===== config.mk =====
export PLATFORM = sky130hd
export DESIGN_NAME = mhbi_host_port
export DESIGN_NICKNAME = d
export VERILOG_FILES = /design/src/pkg/mhbi_pkg.sv /design/src/design/mhbi_sync.sv /design/src/design/mhbi_host_port.sv
export SDC_FILE = /design/constraint.sdc
export NUM_CORES = 1
export LEC_CHECK = 0
export BUFFER_PORTS_ARGS = -buffer_cell sky130_fd_sc_hd__buf_2
export CORE_ASPECT_RATIO = 1.25
export CORE_UTILIZATION = 45
export CTS_CLUSTER_SIZE = 10
export DETAILED_ROUTE_END_ITERATION = 10
export PLACE_DENSITY_LB_ADDON = 0.25
export REMOVE_ABC_BUFFERS = 1
export SLEW_MARGIN = 20
export SYNTH_ARGS = -nofsm -noshare
export SYNTH_HDL_FRONTEND = slang
export SYNTH_SLANG_ARGS = --single-unit
export TNS_END_PERCENT = 100

===== constraint.sdc =====
create_clock -name clk_sys_in -period 3.3 [get_ports clk_sys_in]
set_input_delay 0.165 -clock clk_sys_in [delete_from_list [all_inputs] [get_ports clk_sys_in]]
set_output_delay 0.165 -clock clk_sys_in [all_outputs]
set_load 0.01 [all_outputs]

===== src/pkg/mhbi_pkg.sv =====
// Constants and types shared by the multiplexed host bus interface
`default_nettype none
package mhbi_pkg;

	// Widths
	localparam int DATA_W      = 8;
	localparam int SYNC_STAGES = 2;

	// Positions of the pins inside the synchroniser vector
	localparam int S_AS  = 0;
	localparam int S_DS  = 1;
	localparam int S_RW  = 2;
	localparam int S_CSN = 3;
	localparam int S_STY = 4;
	localparam int S_PF  = 5;
	localparam int S_BUS = 6;
	localparam int SYNC_W = S_BUS + DATA_W;

	// Reset values
	localparam logic [7:0]  ADDR_RST = 8'h00;
	localparam logic [7:0]  DATA_RST = 8'h00;
	// Select and write line idle high, everything else low
	localparam logic [13:0] SYNC_RST = 14'h000c;

	// Read sequencer states
	typedef enum logic [1:0]
	{
		MHBI_IDLE  = 2'b00,
		MHBI_FETCH = 2'b01,
		MHBI_LOAD  = 2'b11,
		MHBI_DRIVE = 2'b10
	} mhbi_state_t;

	// Complete state of the interface
	typedef struct packed
	{
		mhbi_state_t st;
		logic [7:0]  addr;
		logic        addr_vld;
		logic [7:0]  rdat;
		logic [7:0]  wdat;
		logic        wr;
		logic        rd;
		logic        as_d;
		logic        ds_d;
		logic        rw_d;
	} mhbi_regs_t;

endpackage
`default_nettype wire


===== src/design/mhbi_sync.sv =====
// Two-flop synchroniser for a vector of pin inputs
`timescale 1ns/10ps
`default_nettype none
module mhbi_sync
#(
	parameter int         W   = 1,
	parameter logic [W-1:0] RST = '0
)
(
	input  wire logic         clk_sys_in,  // System clock
	input  wire logic         rst_in,      // Async reset, high
	input  wire logic [W-1:0] async_in,    // Raw pin levels
	output logic      [W-1:0] sync_out     // Synchronised levels
);

	logic [W-1:0] meta_reg;
	logic [W-1:0] meta_next;
	logic [W-1:0] stable_reg;
	logic [W-1:0] stable_next;

	// First stage is read only by the second
	always_comb
	begin
		meta_next   = async_in;
		stable_next = meta_reg;
	end

	// Both stages reset to the idle pin levels
	always_ff @(posedge clk_sys_in or posedge rst_in)
	begin
		if (rst_in)
		begin
			meta_reg   <= RST;
			stable_reg <= RST;
		end
		else
		begin
			meta_reg   <= meta_next;
			stable_reg <= stable_next;
		end
	end

	assign sync_out = stable_reg;

endmodule // mhbi_sync
`default_nettype wire


===== src/design/mhbi_host_port.sv =====
// Device end of the multiplexed byte-wide host bus interface
`timescale 1ns/10ps
`default_nettype none
module mhbi_host_port
(
	input  wire logic       clk_sys_in,           // 200 MHz clock
	input  wire logic       rst_in,               // Async reset, high
	input  wire logic       bus_style_select_in,  // High: data strobe style
	input  wire logic       address_strobe_in,    // Address strobe pin
	input  wire logic       data_strobe_in,       // Data strobe pin
	input  wire logic       rw_in,                // Read/write pin
	input  wire logic       cs_n_in,              // Chip select, low
	input  wire logic       power_fail_in,        // Supply below threshold
	input  wire logic [7:0] shared_addr_data_bus_in,   // Bus pin level
	output logic      [7:0] shared_addr_data_bus_out,  // Read data
	output logic            shared_addr_data_bus_oe_n_out, // Low: drive
	output logic      [7:0] reg_addr_out,         // Access address
	output logic      [7:0] reg_wdata_out,        // Write data
	output logic            reg_wr_out,           // Write pulse
	output logic            reg_rd_out,           // Read pulse
	input  wire logic [7:0] reg_rdata_in          // Read data, next cycle
);

	mhbi_pkg::mhbi_regs_t r_reg;
	mhbi_pkg::mhbi_regs_t r_next;

	logic [mhbi_pkg::SYNC_W-1:0] pins_raw;
	logic [mhbi_pkg::SYNC_W-1:0] pins;

	logic       as_lvl;
	logic       ds_lvl;
	logic       rw_lvl;
	logic       style_ds;
	logic       sel;
	logic [7:0] bus;
	logic       as_fall;
	logic       as_rise;
	logic       ds_fall;
	logic       ds_rise;
	logic       rw_rise;
	logic       read_lvl;
	logic       read_end;
	logic       wr_evt;
	logic       idle;

	// Bus data travels with the strobes so both see the same delay
	assign pins_raw = {shared_addr_data_bus_in, power_fail_in,
		bus_style_select_in, cs_n_in, rw_in, data_strobe_in,
		address_strobe_in};

	// All pins cross into the clock domain before use
	mhbi_sync
	#(
		.W   (mhbi_pkg::SYNC_W),
		.RST (mhbi_pkg::SYNC_RST)
	)
	u_sync
	(
		.clk_sys_in (clk_sys_in),
		.rst_in     (rst_in),
		.async_in   (pins_raw),
		.sync_out   (pins)
	);

	// Synchronised levels
	assign as_lvl   = pins[mhbi_pkg::S_AS];
	assign ds_lvl   = pins[mhbi_pkg::S_DS];
	assign rw_lvl   = pins[mhbi_pkg::S_RW];
	// Floating pin reads low through the pad pulldown
	assign style_ds = pins[mhbi_pkg::S_STY];
	assign bus      = pins[mhbi_pkg::S_BUS +: mhbi_pkg::DATA_W];

	// Power fail masks the select before anything sees it
	assign sel = ~pins[mhbi_pkg::S_CSN] & ~pins[mhbi_pkg::S_PF];

	// Edges from the previous synchronised sample
	assign as_fall = r_reg.as_d & ~as_lvl;
	assign as_rise = ~r_reg.as_d & as_lvl;
	assign ds_fall = r_reg.ds_d & ~ds_lvl;
	assign ds_rise = ~r_reg.ds_d & ds_lvl;
	assign rw_rise = ~r_reg.rw_d & rw_lvl;

	assign idle = (r_reg.st == mhbi_pkg::MHBI_IDLE);

	// Read window and its end per timing style
	always_comb
	begin
		if (style_ds)
		begin
			read_lvl = ds_lvl & rw_lvl;
			read_end = ds_fall;
			wr_evt   = ds_fall & ~rw_lvl;
		end
		else
		begin
			read_lvl = ~ds_lvl & rw_lvl;
			read_end = ds_rise;
			wr_evt   = rw_rise;
		end
	end

	// Next state of the whole interface
	always_comb
	begin
		r_next      = r_reg;
		r_next.wr   = 1'b0;
		r_next.rd   = 1'b0;
		r_next.as_d = as_lvl;
		r_next.ds_d = ds_lvl;
		r_next.rw_d = rw_lvl;

		// Address latch is independent of select
		if (as_rise)
		begin
			r_next.addr     = mhbi_pkg::ADDR_RST;
			r_next.addr_vld = 1'b0;
		end
		else if (as_fall)
		begin
			r_next.addr     = bus;
			r_next.addr_vld = 1'b1;
		end

		// A data phase uses up the address, selected or not
		if (wr_evt && r_reg.addr_vld && idle)
		begin
			r_next.addr_vld = 1'b0;
			if (sel)
			begin
				r_next.wr   = 1'b1;
				r_next.wdat = bus;
			end
		end

		// Read sequencer; core answers one cycle after the pulse
		unique case (r_reg.st)
			mhbi_pkg::MHBI_IDLE:
			begin
				if (read_lvl && r_reg.addr_vld)
				begin
					r_next.addr_vld = 1'b0;
					if (sel)
					begin
						r_next.rd = 1'b1;
						r_next.st = mhbi_pkg::MHBI_FETCH;
					end
				end
			end
			mhbi_pkg::MHBI_FETCH:
			begin
				r_next.st = mhbi_pkg::MHBI_LOAD;
			end
			mhbi_pkg::MHBI_LOAD:
			begin
				r_next.rdat = reg_rdata_in;
				r_next.st   = mhbi_pkg::MHBI_DRIVE;
			end
			mhbi_pkg::MHBI_DRIVE:
			begin
				r_next.st = mhbi_pkg::MHBI_DRIVE;
			end
		endcase

		// Loss of window or select aborts; relies on host holding it
		if (!idle && (read_end || !read_lvl || !sel))
		begin
			r_next.st = mhbi_pkg::MHBI_IDLE;
		end
	end

	// State register
	always_ff @(posedge clk_sys_in or posedge rst_in)
	begin
		if (rst_in)
		begin
			r_reg          <= '0;
			r_reg.st       <= mhbi_pkg::MHBI_IDLE;
			r_reg.addr     <= mhbi_pkg::ADDR_RST;
			r_reg.rdat     <= mhbi_pkg::DATA_RST;
			r_reg.wdat     <= mhbi_pkg::DATA_RST;
			r_reg.rw_d     <= 1'b1;
		end
		else
		begin
			r_reg <= r_next;
		end
	end

	// Outputs straight from the state register
	assign shared_addr_data_bus_out      = r_reg.rdat;
	assign shared_addr_data_bus_oe_n_out =
		(r_reg.st != mhbi_pkg::MHBI_DRIVE);
	assign reg_addr_out  = r_reg.addr;
	assign reg_wdata_out = r_reg.wdat;
	assign reg_wr_out    = r_reg.wr;
	assign reg_rd_out    = r_reg.rd;

	// Address capture on falling strobe, select ignored
	a_addr_capture: assert property (@(posedge clk_sys_in)
		disable iff (rst_in)
		as_fall |=> (reg_addr_out == $past(bus)) && r_reg.addr_vld)
		else $error("address not latched");

	// Rising strobe always clears the address
	a_addr_clear: assert property (@(posedge clk_sys_in)
		disable iff (rst_in)
		as_rise |=> (reg_addr_out == 8'h00) && !r_reg.addr_vld)
		else $error("address not cleared");

	// Deselected write leaves the core alone
	a_nocs_noaccess: assert property (@(posedge clk_sys_in)
		disable iff (rst_in)
		(!sel && idle) |=> !reg_wr_out && !reg_rd_out)
		else $error("access while deselected");

	// Power fail blocks access and drive
	a_pfail_block: assert property (@(posedge clk_sys_in)
		disable iff (rst_in)
		pins[mhbi_pkg::S_PF] |=> !reg_wr_out && !reg_rd_out
			&& shared_addr_data_bus_oe_n_out)
		else $error("access during power fail");

	// Data strobe style write on falling strobe
	a_write_ds: assert property (@(posedge clk_sys_in)
		disable iff (rst_in)
		(style_ds && ds_fall && !rw_lvl && sel && r_reg.addr_vld
			&& idle) |=> reg_wr_out && (reg_wdata_out == $past(bus)))
		else $error("data strobe write missed");

	// Strobe style write on rising write line
	a_write_rw: assert property (@(posedge clk_sys_in)
		disable iff (rst_in)
		(!style_ds && rw_rise && sel && r_reg.addr_vld && idle)
			|=> reg_wr_out ##1 !reg_wr_out)
		else $error("write strobe write missed");

	// Drive only inside the read window
	a_drive_window: assert property (@(posedge clk_sys_in)
		disable iff (rst_in)
		!shared_addr_data_bus_oe_n_out |-> $past(read_lvl) && $past(sel))
		else $error("drive outside read window");

	// Read end releases the bus next cycle
	a_read_release: assert property (@(posedge clk_sys_in)
		disable iff (rst_in)
		read_end |=> shared_addr_data_bus_oe_n_out)
		else $error("bus held after read end");

	// Read pulse, core data taken a cycle later, then driven
	a_read_latency: assert property (@(posedge clk_sys_in)
		disable iff (rst_in)
		(idle && read_lvl && r_reg.addr_vld && sel) ##1
			(read_lvl && sel && !read_end)[*2]
			|=> !shared_addr_data_bus_oe_n_out
			&& $past(reg_rd_out, 2)
			&& (shared_addr_data_bus_out == $past(reg_rdata_in)))
		else $error("read sequence wrong");

	// Read pulse lasts one cycle; core must not see a double read
	a_rd_single: assert property (@(posedge clk_sys_in)
		disable iff (rst_in)
		reg_rd_out |=> !reg_rd_out)
		else $error("read pulse too long");

	// Write pulse lasts one cycle; core must not see a double write
	a_wr_single: assert property (@(posedge clk_sys_in)
		disable iff (rst_in)
		reg_wr_out |=> !reg_wr_out)
		else $error("write pulse too long");

	// Strobe style: low data strobe with high write line reads
	a_rw_read_start: assert property (@(posedge clk_sys_in)
		disable iff (rst_in)
		(!style_ds && idle && !ds_lvl && rw_lvl && r_reg.addr_vld
			&& sel) |=> reg_rd_out)
		else $error("read enable missed");

	// Data strobe style: high strobe with read level reads
	a_ds_read_start: assert property (@(posedge clk_sys_in)
		disable iff (rst_in)
		(style_ds && idle && ds_lvl && rw_lvl && r_reg.addr_vld
			&& sel) |=> reg_rd_out)
		else $error("data strobe read missed");

	// Driven data hold still for the whole read window
	a_drive_stable: assert property (@(posedge clk_sys_in)
		disable iff (rst_in)
		(!shared_addr_data_bus_oe_n_out
			&& !$past(shared_addr_data_bus_oe_n_out))
			|-> $stable(shared_addr_data_bus_out))
		else $error("read data changed while driven");

endmodule // mhbi_host_port
`default_nettype wire


After elaboration in Yosys (flattened, before gate mapping)
Index checks and enable logic that the tools add are counted.
Cells by class
  eq/ne operators: 6
  multiplexer cells: 17
  bitwise operators: 17
  reductions and logical operators: 14
Operators by type and width (number)
  $mux 9: 2
  $mux 1: 11
  $and 1x1->1: 9
  $not 1->1: 8
  $mux 2: 3
  $pmux 2 s3: 1
  $eq 2x2->1 const B: 2
  $logic_and 1x1->1: 4
  $reduce_and 2->1: 2
  $logic_not 1->1: 3
  $ne 3x1->1 const B: 1
  $ne 3x2->1 const B: 1
  $eq 2x1->1 const B: 1
  $logic_not 2->1: 1
  $logic_or 1x1->1: 2
  $ne 2x2->1 const B: 1
  $reduce_bool 2->1: 1
  $reduce_or 2->1: 1
Storage, ports and cells
  register bits: 60
  input port bits: 24

Depth between registers and ports, before layout
Gate-level depths: netlist of the first run.
  word-level depth: 9
  gate-level depth with buffers: 6
  gate-level depth less buffers: 5

Modules after synthesis
From an unflattened synthesis of the first run, not the netlist that was laid out.
Unflattened totals
  cell total of the unflattened synthesis: 154
  area, all modules: 2157.1 um2
Modules (own cells, without submodules)
  mhbi_host_port: instances 1, cells an instance 125, area each 1447.6 um2, seq. area each 802.0 um2
  mhbi_sync: instances 1, cells an instance 29, area each 709.4 um2, seq. area each 705.7 um2

Worst setup path before layout of the first run
OpenSTA, ideal clock, no wires.
  path kind: flip-flop to flip-flop
  start: register u_sync.stable_reg[2] (netlist: u_sync.sync_out[2])
  end: register r_reg, in the netlist reg_wdata_out[0]
  data arrival time: 1460 ps
  setup slack: 1715 ps
  stages on the path, launching flop included: 4
  buffers on the path: 0
  period minus slack after synthesis: 1585 ps
  cell sequence: dfstp_2 and4bb_2 o2111ai_4 mux2_2
On the way
  longest elaborated chain between the ends: 6
  elaborated cells between the ends (all ways): 7
  classes of those cells: mux: 1; bitwise: 3; reduce/logical: 3
RTL lines
  start: declaration: RTL line mhbi_sync.sv:18  | logic [W-1:0] stable_reg;
  start signal: assignment: RTL line mhbi_sync.sv:39  | stable_reg <= stable_next;
  $not 1->1: RTL line mhbi_host_port.sv:92  | wr_evt = ds_fall & ~rw_lvl;
  $and 1x1->1: RTL line mhbi_host_port.sv:92
  $mux 1 *: RTL line mhbi_host_port.sv:88  | if (style_ds)
  $logic_and 1x1->1 * (2 in series): RTL line mhbi_host_port.sv:125  | if (wr_evt && r_reg.addr_vld && idle)
  $reduce_and 2->1 (no line) *
  end signal: assignment: RTL line mhbi_host_port.sv:185  | r_reg <= r_next;
  end: declaration: RTL line mhbi_host_port.sv:24  | mhbi_pkg::mhbi_regs_t r_reg;
Mark *: on every way between the ends. The rest lies on a longest branch, timed or not.
A chain may end at the register's enable or synchronous reset.

Worst setup path after layout of the first run
  start: register u_sync.stable_reg[2] (netlist: u_sync.sync_out[2])
  end: register r_reg, in the netlist reg_wdata_out[3]
The elaborated chain is that of the path after synthesis.

==> results of run 1 <==
cell usage after synthesis:
master     instances
o21a_1             1
nand2_1           18
o21ai_0            8
o2111ai_4          1
nor3_1             1
dfrtp_1           55
nor2_1             7
and4bb_2           1
mux2_2            16
nand3b_1           1
clkbuf_1           2
dfstp_2            5
nor2b_1            1
inv_1              4
nor3b_1            1
buf_4             24
nand2b_1           3
a31oi_1            1
ha_1               2
nand4_1            1
cell type report:
class / count / area, sq um / area share [%]
multi-input combinational: 63 / 443 / 16.4
tap: 58 / 72.6 / 2.69
sequential: 60 / 1510 / 55.9
clock inverter: 4 / 95.1 / 3.53
inverter: 4 / 15.0 / 0.557
timing repair buffer: 66 / 408 / 15.1
clock buffer: 12 / 155 / 5.75
worst max path at each step:
stage                     cells after the start               start               end
after floorplan                               1              rst_in          r_reg[1]
after global placement                        3  u_sync.sync_out[2]  reg_wdata_out[3]
after detailed placement                      3  u_sync.sync_out[2]  reg_wdata_out[7]
after CTS                                     3  u_sync.sync_out[2]  reg_wdata_out[7]
after global routing                          3  u_sync.sync_out[2]  reg_wdata_out[5]
final                                         3  u_sync.sync_out[2]  reg_wdata_out[3]
cell families after synthesis:
logic type,after synthesis,synth area share [%]
multiplexers,16,8.37
flip-flops,60,70.0
AND/OR/NAND/NOR,34,7.32
AO/OA/AOI/OAI,11,3.72
adder cells (fa/ha/maj),2,1.16
buffers and inverters,30,9.41
power groups by stage:
stage,combinational [mW],sequential (mW),clock (mW)
2_1_floorplan,0.0595,0.854,0
3_5_place_dp,0.145,0.844,0
5_1_grt,0.174,0.838,0.862
4_1_cts,0.160,0.831,0.826
6_report,0.157,0.831,0.811
3_3_place_gp,0.140,0.840,0
routing by layer:
layer | vias up | share of wire [%] | routed length [um]
li1 | 576 | - | -
met5 | - | 0 | 0
met4 | 0 | 1.8 | 66
met3 | 8 | 4.7 | 175
met2 | 35 | 54 | 2010
met1 | 630 | 40 | 1480
per-stage QoR:
| step | setup slack [ns] | instance area (sq um) |
|---|---|---|
| final | 1.59 | 2700 |
| after global routing | 1.52 | 2700 |
| after CTS | 1.57 | 2700 |
| after detailed placement | 1.57 | 2300 |
| after global placement | 1.64 | 2300 |
| after floorplan | 1.66 | 1970 |
==> impl_results.md, run 1 <==
- R2R depth: 3
- Area of the mapped netlist: 0.00215 sq mm
- Fillers: 357
- Max FO, Critical Path: 9
- Final TNS setup: 0 ns
- Max-cap violations: 0
- Register share of total power: 46.2%
- Starting Density: about 48%
- Power Internal: 1.42 mW
- Clock Skews: 0.00715 ns
- Mapped Cells: roughly 150
- Met2 Track Usage GR: around 29%
- DRC: 0
- Hold wc startpoint: reg_rdata_in[6]
- Seq/Total Area, Yosys: 70.0%
- Syn. warnings: 0
- Post-synth top area share: 63.9%
- Gate power share: 8.7%
- Commonest non-fill, non-tap cell in the layout: dfrtp_1
- CTS root buffer: clkbuf_8
- GPL Wtd Cong: 0.732
- CP startpoint kind: flop
- WP buf/inv: 0
- Post-CTS Setup Bufs: 0
- Cell variety after synth: 20
- Fin Hold WS: 0.0656 ns
- Total GRT Usage: 17.6%
- Cells after DPL: 236
- Row count: 27
- Global routing's busiest layer: met2
- CTS tree: built
- Die X: 63.9 um
- Hold path endpoint: shared_addr_data_bus_out[6]
- FMAX: 584 MHz
- Minimum clock period: 1.71 ns
- TritonCTS buffer count: 9
- I/O Buffers: 50
- Post-DRT Antenna Nets: 0
- Critical path arrival: 1.92 ns
- NetSw: 0.380 mW
- Layout cells sized above 1: between 40% and 50%
- Met3 usage: under 10%
- Critical path, cell by cell: and4bb_2 > o2111ai_4 > mux2_2
- Yosys reg bits: 60
- Routed wire per std cell: 14.0 um
- Peak VDD IR: between 0.4 and 0.5 mV
- Die footprint: 0.00507 sq mm
- Drt initial violations: 47
- CP max stage cell: dfstp_2
- Hold Fails Final Rpt: 0
- Max-slew headroom: about half
- Hold Path Stages: 2
- Critical Path Max Stage Delay: 0.56 ns
- Most frequent cells in the layout: dfrtp_1 (55), buf_2 (50), nand2_1 (18), mux2_2 (16), dlygate4sd3_1 (15)
- Fin crit share: 51.9%
- Unrepaired setup endpoints after global routing: no
- Req. time, crit path: 3.51 ns
- Pwr dens: 667 mW/mm^2
- CP Class: flop to flop
- Post-Syn Area per Cell: 14.1 sq um
- Clk pin slew, worst setup/hold paths: 0.06 ns
- Max Root-Sink Buffers: 2
- # H-tree levels: 3
- Chip height: 79.3 um
- Layout Utilization: 60.0%
- Final non-filler cell total: 267
- Largest net degree at the start of global routing: 36
- Worst reg2reg endpoint: reg_wdata_out[3]
- Via-to-Cell Ratio: roughly 4.7
- Clock Latency Late Sink: between 0.3 and 0.4 ns
- Met1 usage: 19.9%
- Vias: 1249
- Reg2reg start: u_sync.sync_out[2]
- Switching share of power: roughly a fifth
- Post-synth top area cell: dfrtp_1
- Power Total: 1.80 mW
- Post-CTS sizing: 0
- Worst-Margin Slew: 0.724 ns
- GRT overflow: 0
- Antenna cell count: 0
- Final net count: 230
- Clock Power Share: 45.1%
- Cell family with the largest share of critical-path delay: flip-flops
- HPWL Detailed: 2470 um
- Leak Pwr: about 1.3 nW
- DRT Pass-1 Iters: 4
- First-pass GRT wire length: 6420 um
- Critical Path End Type: flop
- Status: completed
- Max-slew violations: 0
- Initial antenna violation count: 0
- # setup viols final: 0
- Routed WL: 3730 um
- IO Count: 51
- Reg-to-reg slack, setup: 1.59 ns
- Main area contributors after synthesis: dfrtp_1 (64%), buf_4 (8.4%), mux2_2 (8.4%)
- Clock sinks: 60
- Hold Buf Count CTS: 15
- Core box area: 0.00449 sq mm
- Worst min-delay path class: primary input to flop
- Vias in the first global route: 1377
- Area delta synth->final: 25.2%
(Power assumes the default switching activity.)
==> inputs of run 2 (changes only) <==
==> constraint.sdc (replaced) <==
create_clock -name clk_sys_in -period 1.8 [get_ports clk_sys_in]
set_input_delay 0.09 -clock clk_sys_in [delete_from_list [all_inputs] [get_ports clk_sys_in]]
set_output_delay 0.09 -clock clk_sys_in [all_outputs]
set_load 0.01 [all_outputs]
==> run 2 against run 1 <==
Net effect:
- via count increased by 1.3%
- count of clock-buffer cells in the layout unchanged
- first-iteration DRC count decreased by 66%
- non-clock buffer count increased by 9
- fmax increased by 1.4%
- die area unchanged
- sequential share of layout area decreased by 1.1 points
- largest cell class unchanged
==> impl_results.md, run 2 (same netlist as run 1, synthesis figures left out) <==
- Status: completed
- Chip height: 79.3 um (unchanged)
- FMAX: 592 MHz (+1.4%)
- Reg2reg start: u_sync.sync_out[2]
- Max-slew violations: 0 (unchanged)
- Max-slew headroom: 69.1% (+17 points)
- Critical Path End Type: flop
- Critical path arrival: 1.90 ns (-0.02 ns)
- Row count: 27 (unchanged)
- Final non-filler cell total: 276 (+3.4%)
- GRT overflow: 0 (unchanged)
- Die X: 63.9 um (unchanged)
- CP Class: flop to flop
- Core box area: 0.00449 sq mm (unchanged)
- IO Count: 51 (unchanged)
- Final net count: 239 (+3.9%)
- Post-DRT Antenna Nets: 0 (unchanged)
- DRC: 0 (unchanged)
- Fin Hold WS: 0.313 ns (+0.247 ns)
- Vias in the first global route: 1405 (+2.0%)
- TritonCTS buffer count: 9 (unchanged)
- Routed WL: 3590 um (-3.8%)
- Commonest non-fill, non-tap cell in the layout: dfrtp_1
- Largest net degree at the start of global routing: 40 (+11%)
- Initial antenna violation count: 0 (unchanged)
- Req. time, crit path: 2.01 ns (-1.50 ns)
- Final Cell Area: 0.00275 sq mm (+1.9%)
- Clk pin slew, worst setup/hold paths: 0.06 ns (about the same)
- HPWL Detailed: 2350 um (-4.8%)
- Total GRT Usage: 17.2% (-0.43 points)
- Routed wire per std cell: 13.0 um (-6.9%)
- I/O Buffers: 50 (unchanged)
- Worst reg2reg endpoint: reg_wdata_out[1]
- First-pass GRT wire length: 6260 um (-2.6%)
- Layout cells sized above 1: 41.7% (-1.3 points)
- Clock sinks: 60 (unchanged)
- R2R depth: 3 (unchanged)
- Max-cap violations: 0 (unchanged)
- Hold Buf Count CTS: 23 (+8)
- Pwr dens: 1090 mW/mm^2 (+64%)
- Clock Latency Late Sink: 0.32 ns (about the same)
- GPL Wtd Cong: 0.736 (+0.53%)
- Via-to-Cell Ratio: 4.58 (-2.0%)
- Area delta synth->final: 27.7%
- Most frequent cells in the layout: dfrtp_1 (55), buf_2 (50), dlygate4sd3_1 (23), nand2_1 (18), mux2_2 (16)
- Drt initial violations: 16 (-66%)
- DRT Pass-1 Iters: 4 (unchanged)
- Post-DP Area: 0.00232 sq mm (+0.87%)
- CTS root buffer: clkbuf_8
- Reg-to-reg slack, setup: 0.11 ns (-1.48 ns)
- CTS tree: built
- Starting Density: 47.9% (unchanged)
- Die footprint: 0.00507 sq mm (unchanged)
- Post-CTS Setup Bufs: 0 (unchanged)
- # H-tree levels: 3 (unchanged)
- Clock Skews: 0.00515 ns (-0.00200 ns)
- Fin crit share: 93.9% (+42 points)
- Worst-Margin Slew: 0.463 ns (-0.261 ns)
- Peak VDD IR: 0.719 mV (+68%)
- DP Worst Slack: 0.0901 ns (-1.48 ns)
- Cells after DPL: 237 (+0.42%)
- # setup viols final: 0 (unchanged)
- Antenna cell count: 0 (unchanged)
- Worst min-delay path class: primary input to async pin
- Vias: 1265 (+1.3%)
- Max Root-Sink Buffers: 2 (unchanged)
- Unrepaired setup endpoints after global routing: no
- Final TNS setup: 0 ns (unchanged)
- Hold Fails Final Rpt: 0 (unchanged)
- Final worst setup slack: 0.110 ns (-1.48 ns)
- Minimum clock period: 1.69 ns (-0.0230 ns)
- CP startpoint kind: flop
- Max FO, Critical Path: 9 (unchanged)
- Leak Pwr: 1.33 nW (+1.4%)
- Post-CTS sizing: 0 (unchanged)
[run 2: critical path, cell delays in order, from the launching register on]
cell       delay (ns)
dfstp_2          0.56
and4bb_2         0.27
o2111ai_4        0.36
mux2_2           0.38
[run 2: metal layers]
layer	track usage, %	vias up	routed length, um
li1	-	592	-
met1	17.9	620	1330
met2	28.5	38	1920
met3	5.60	15	165
met4	13.2	0	170
met5	0	-	0
[run 2: stage by stage]
stage,utilization (%),power [mW]
5_1_grt,61.2,3.15
2_1_floorplan,-,1.67
6_report,61.2,3.00
3_3_place_gp,51.5,1.80
3_5_place_dp,51.5,1.82
4_1_cts,61.2,3.04
[run 2: layout make-up]
type                    instances  area (sq um)
flip-flops and latches         60          1510
fillers                       358          1740
multi-input cells              63           443
well taps                      58          72.6
repair buffers                 75           508
inverters                       4          15.0
clock inverters                 4          47.5
clock buffers                  12           155
[run 2: worst max-delay path by stage]
| stage | start | endpoint | slack, ns | cells past startpoint |
|---|---|---|---|---|
| 2_1_floorplan | u_sync.sync_out[2] | reg_wdata_out[0] | 0.22 | 3 |
| 3_3_place_gp | u_sync.sync_out[2] | reg_wdata_out[2] | 0.13 | 3 |
| 3_5_place_dp | u_sync.sync_out[2] | reg_wdata_out[5] | 0.09 | 3 |
| 4_1_cts | u_sync.sync_out[2] | reg_wdata_out[5] | 0.08 | 3 |
| 5_1_grt | u_sync.sync_out[2] | reg_wdata_out[1] | 0.02 | 3 |
| 6_report | u_sync.sync_out[2] | reg_wdata_out[1] | 0.11 | 3 |
[run 2: where the power goes]
group / internal [mW] / switching, mW / total, mW
Sequential: 1.46 / 0.0571 / 1.52
Clock: 0.710 / 0.468 / 1.18
Combinational: 0.161 / 0.145 / 0.305
Total: 2.33 / 0.670 / 3.00
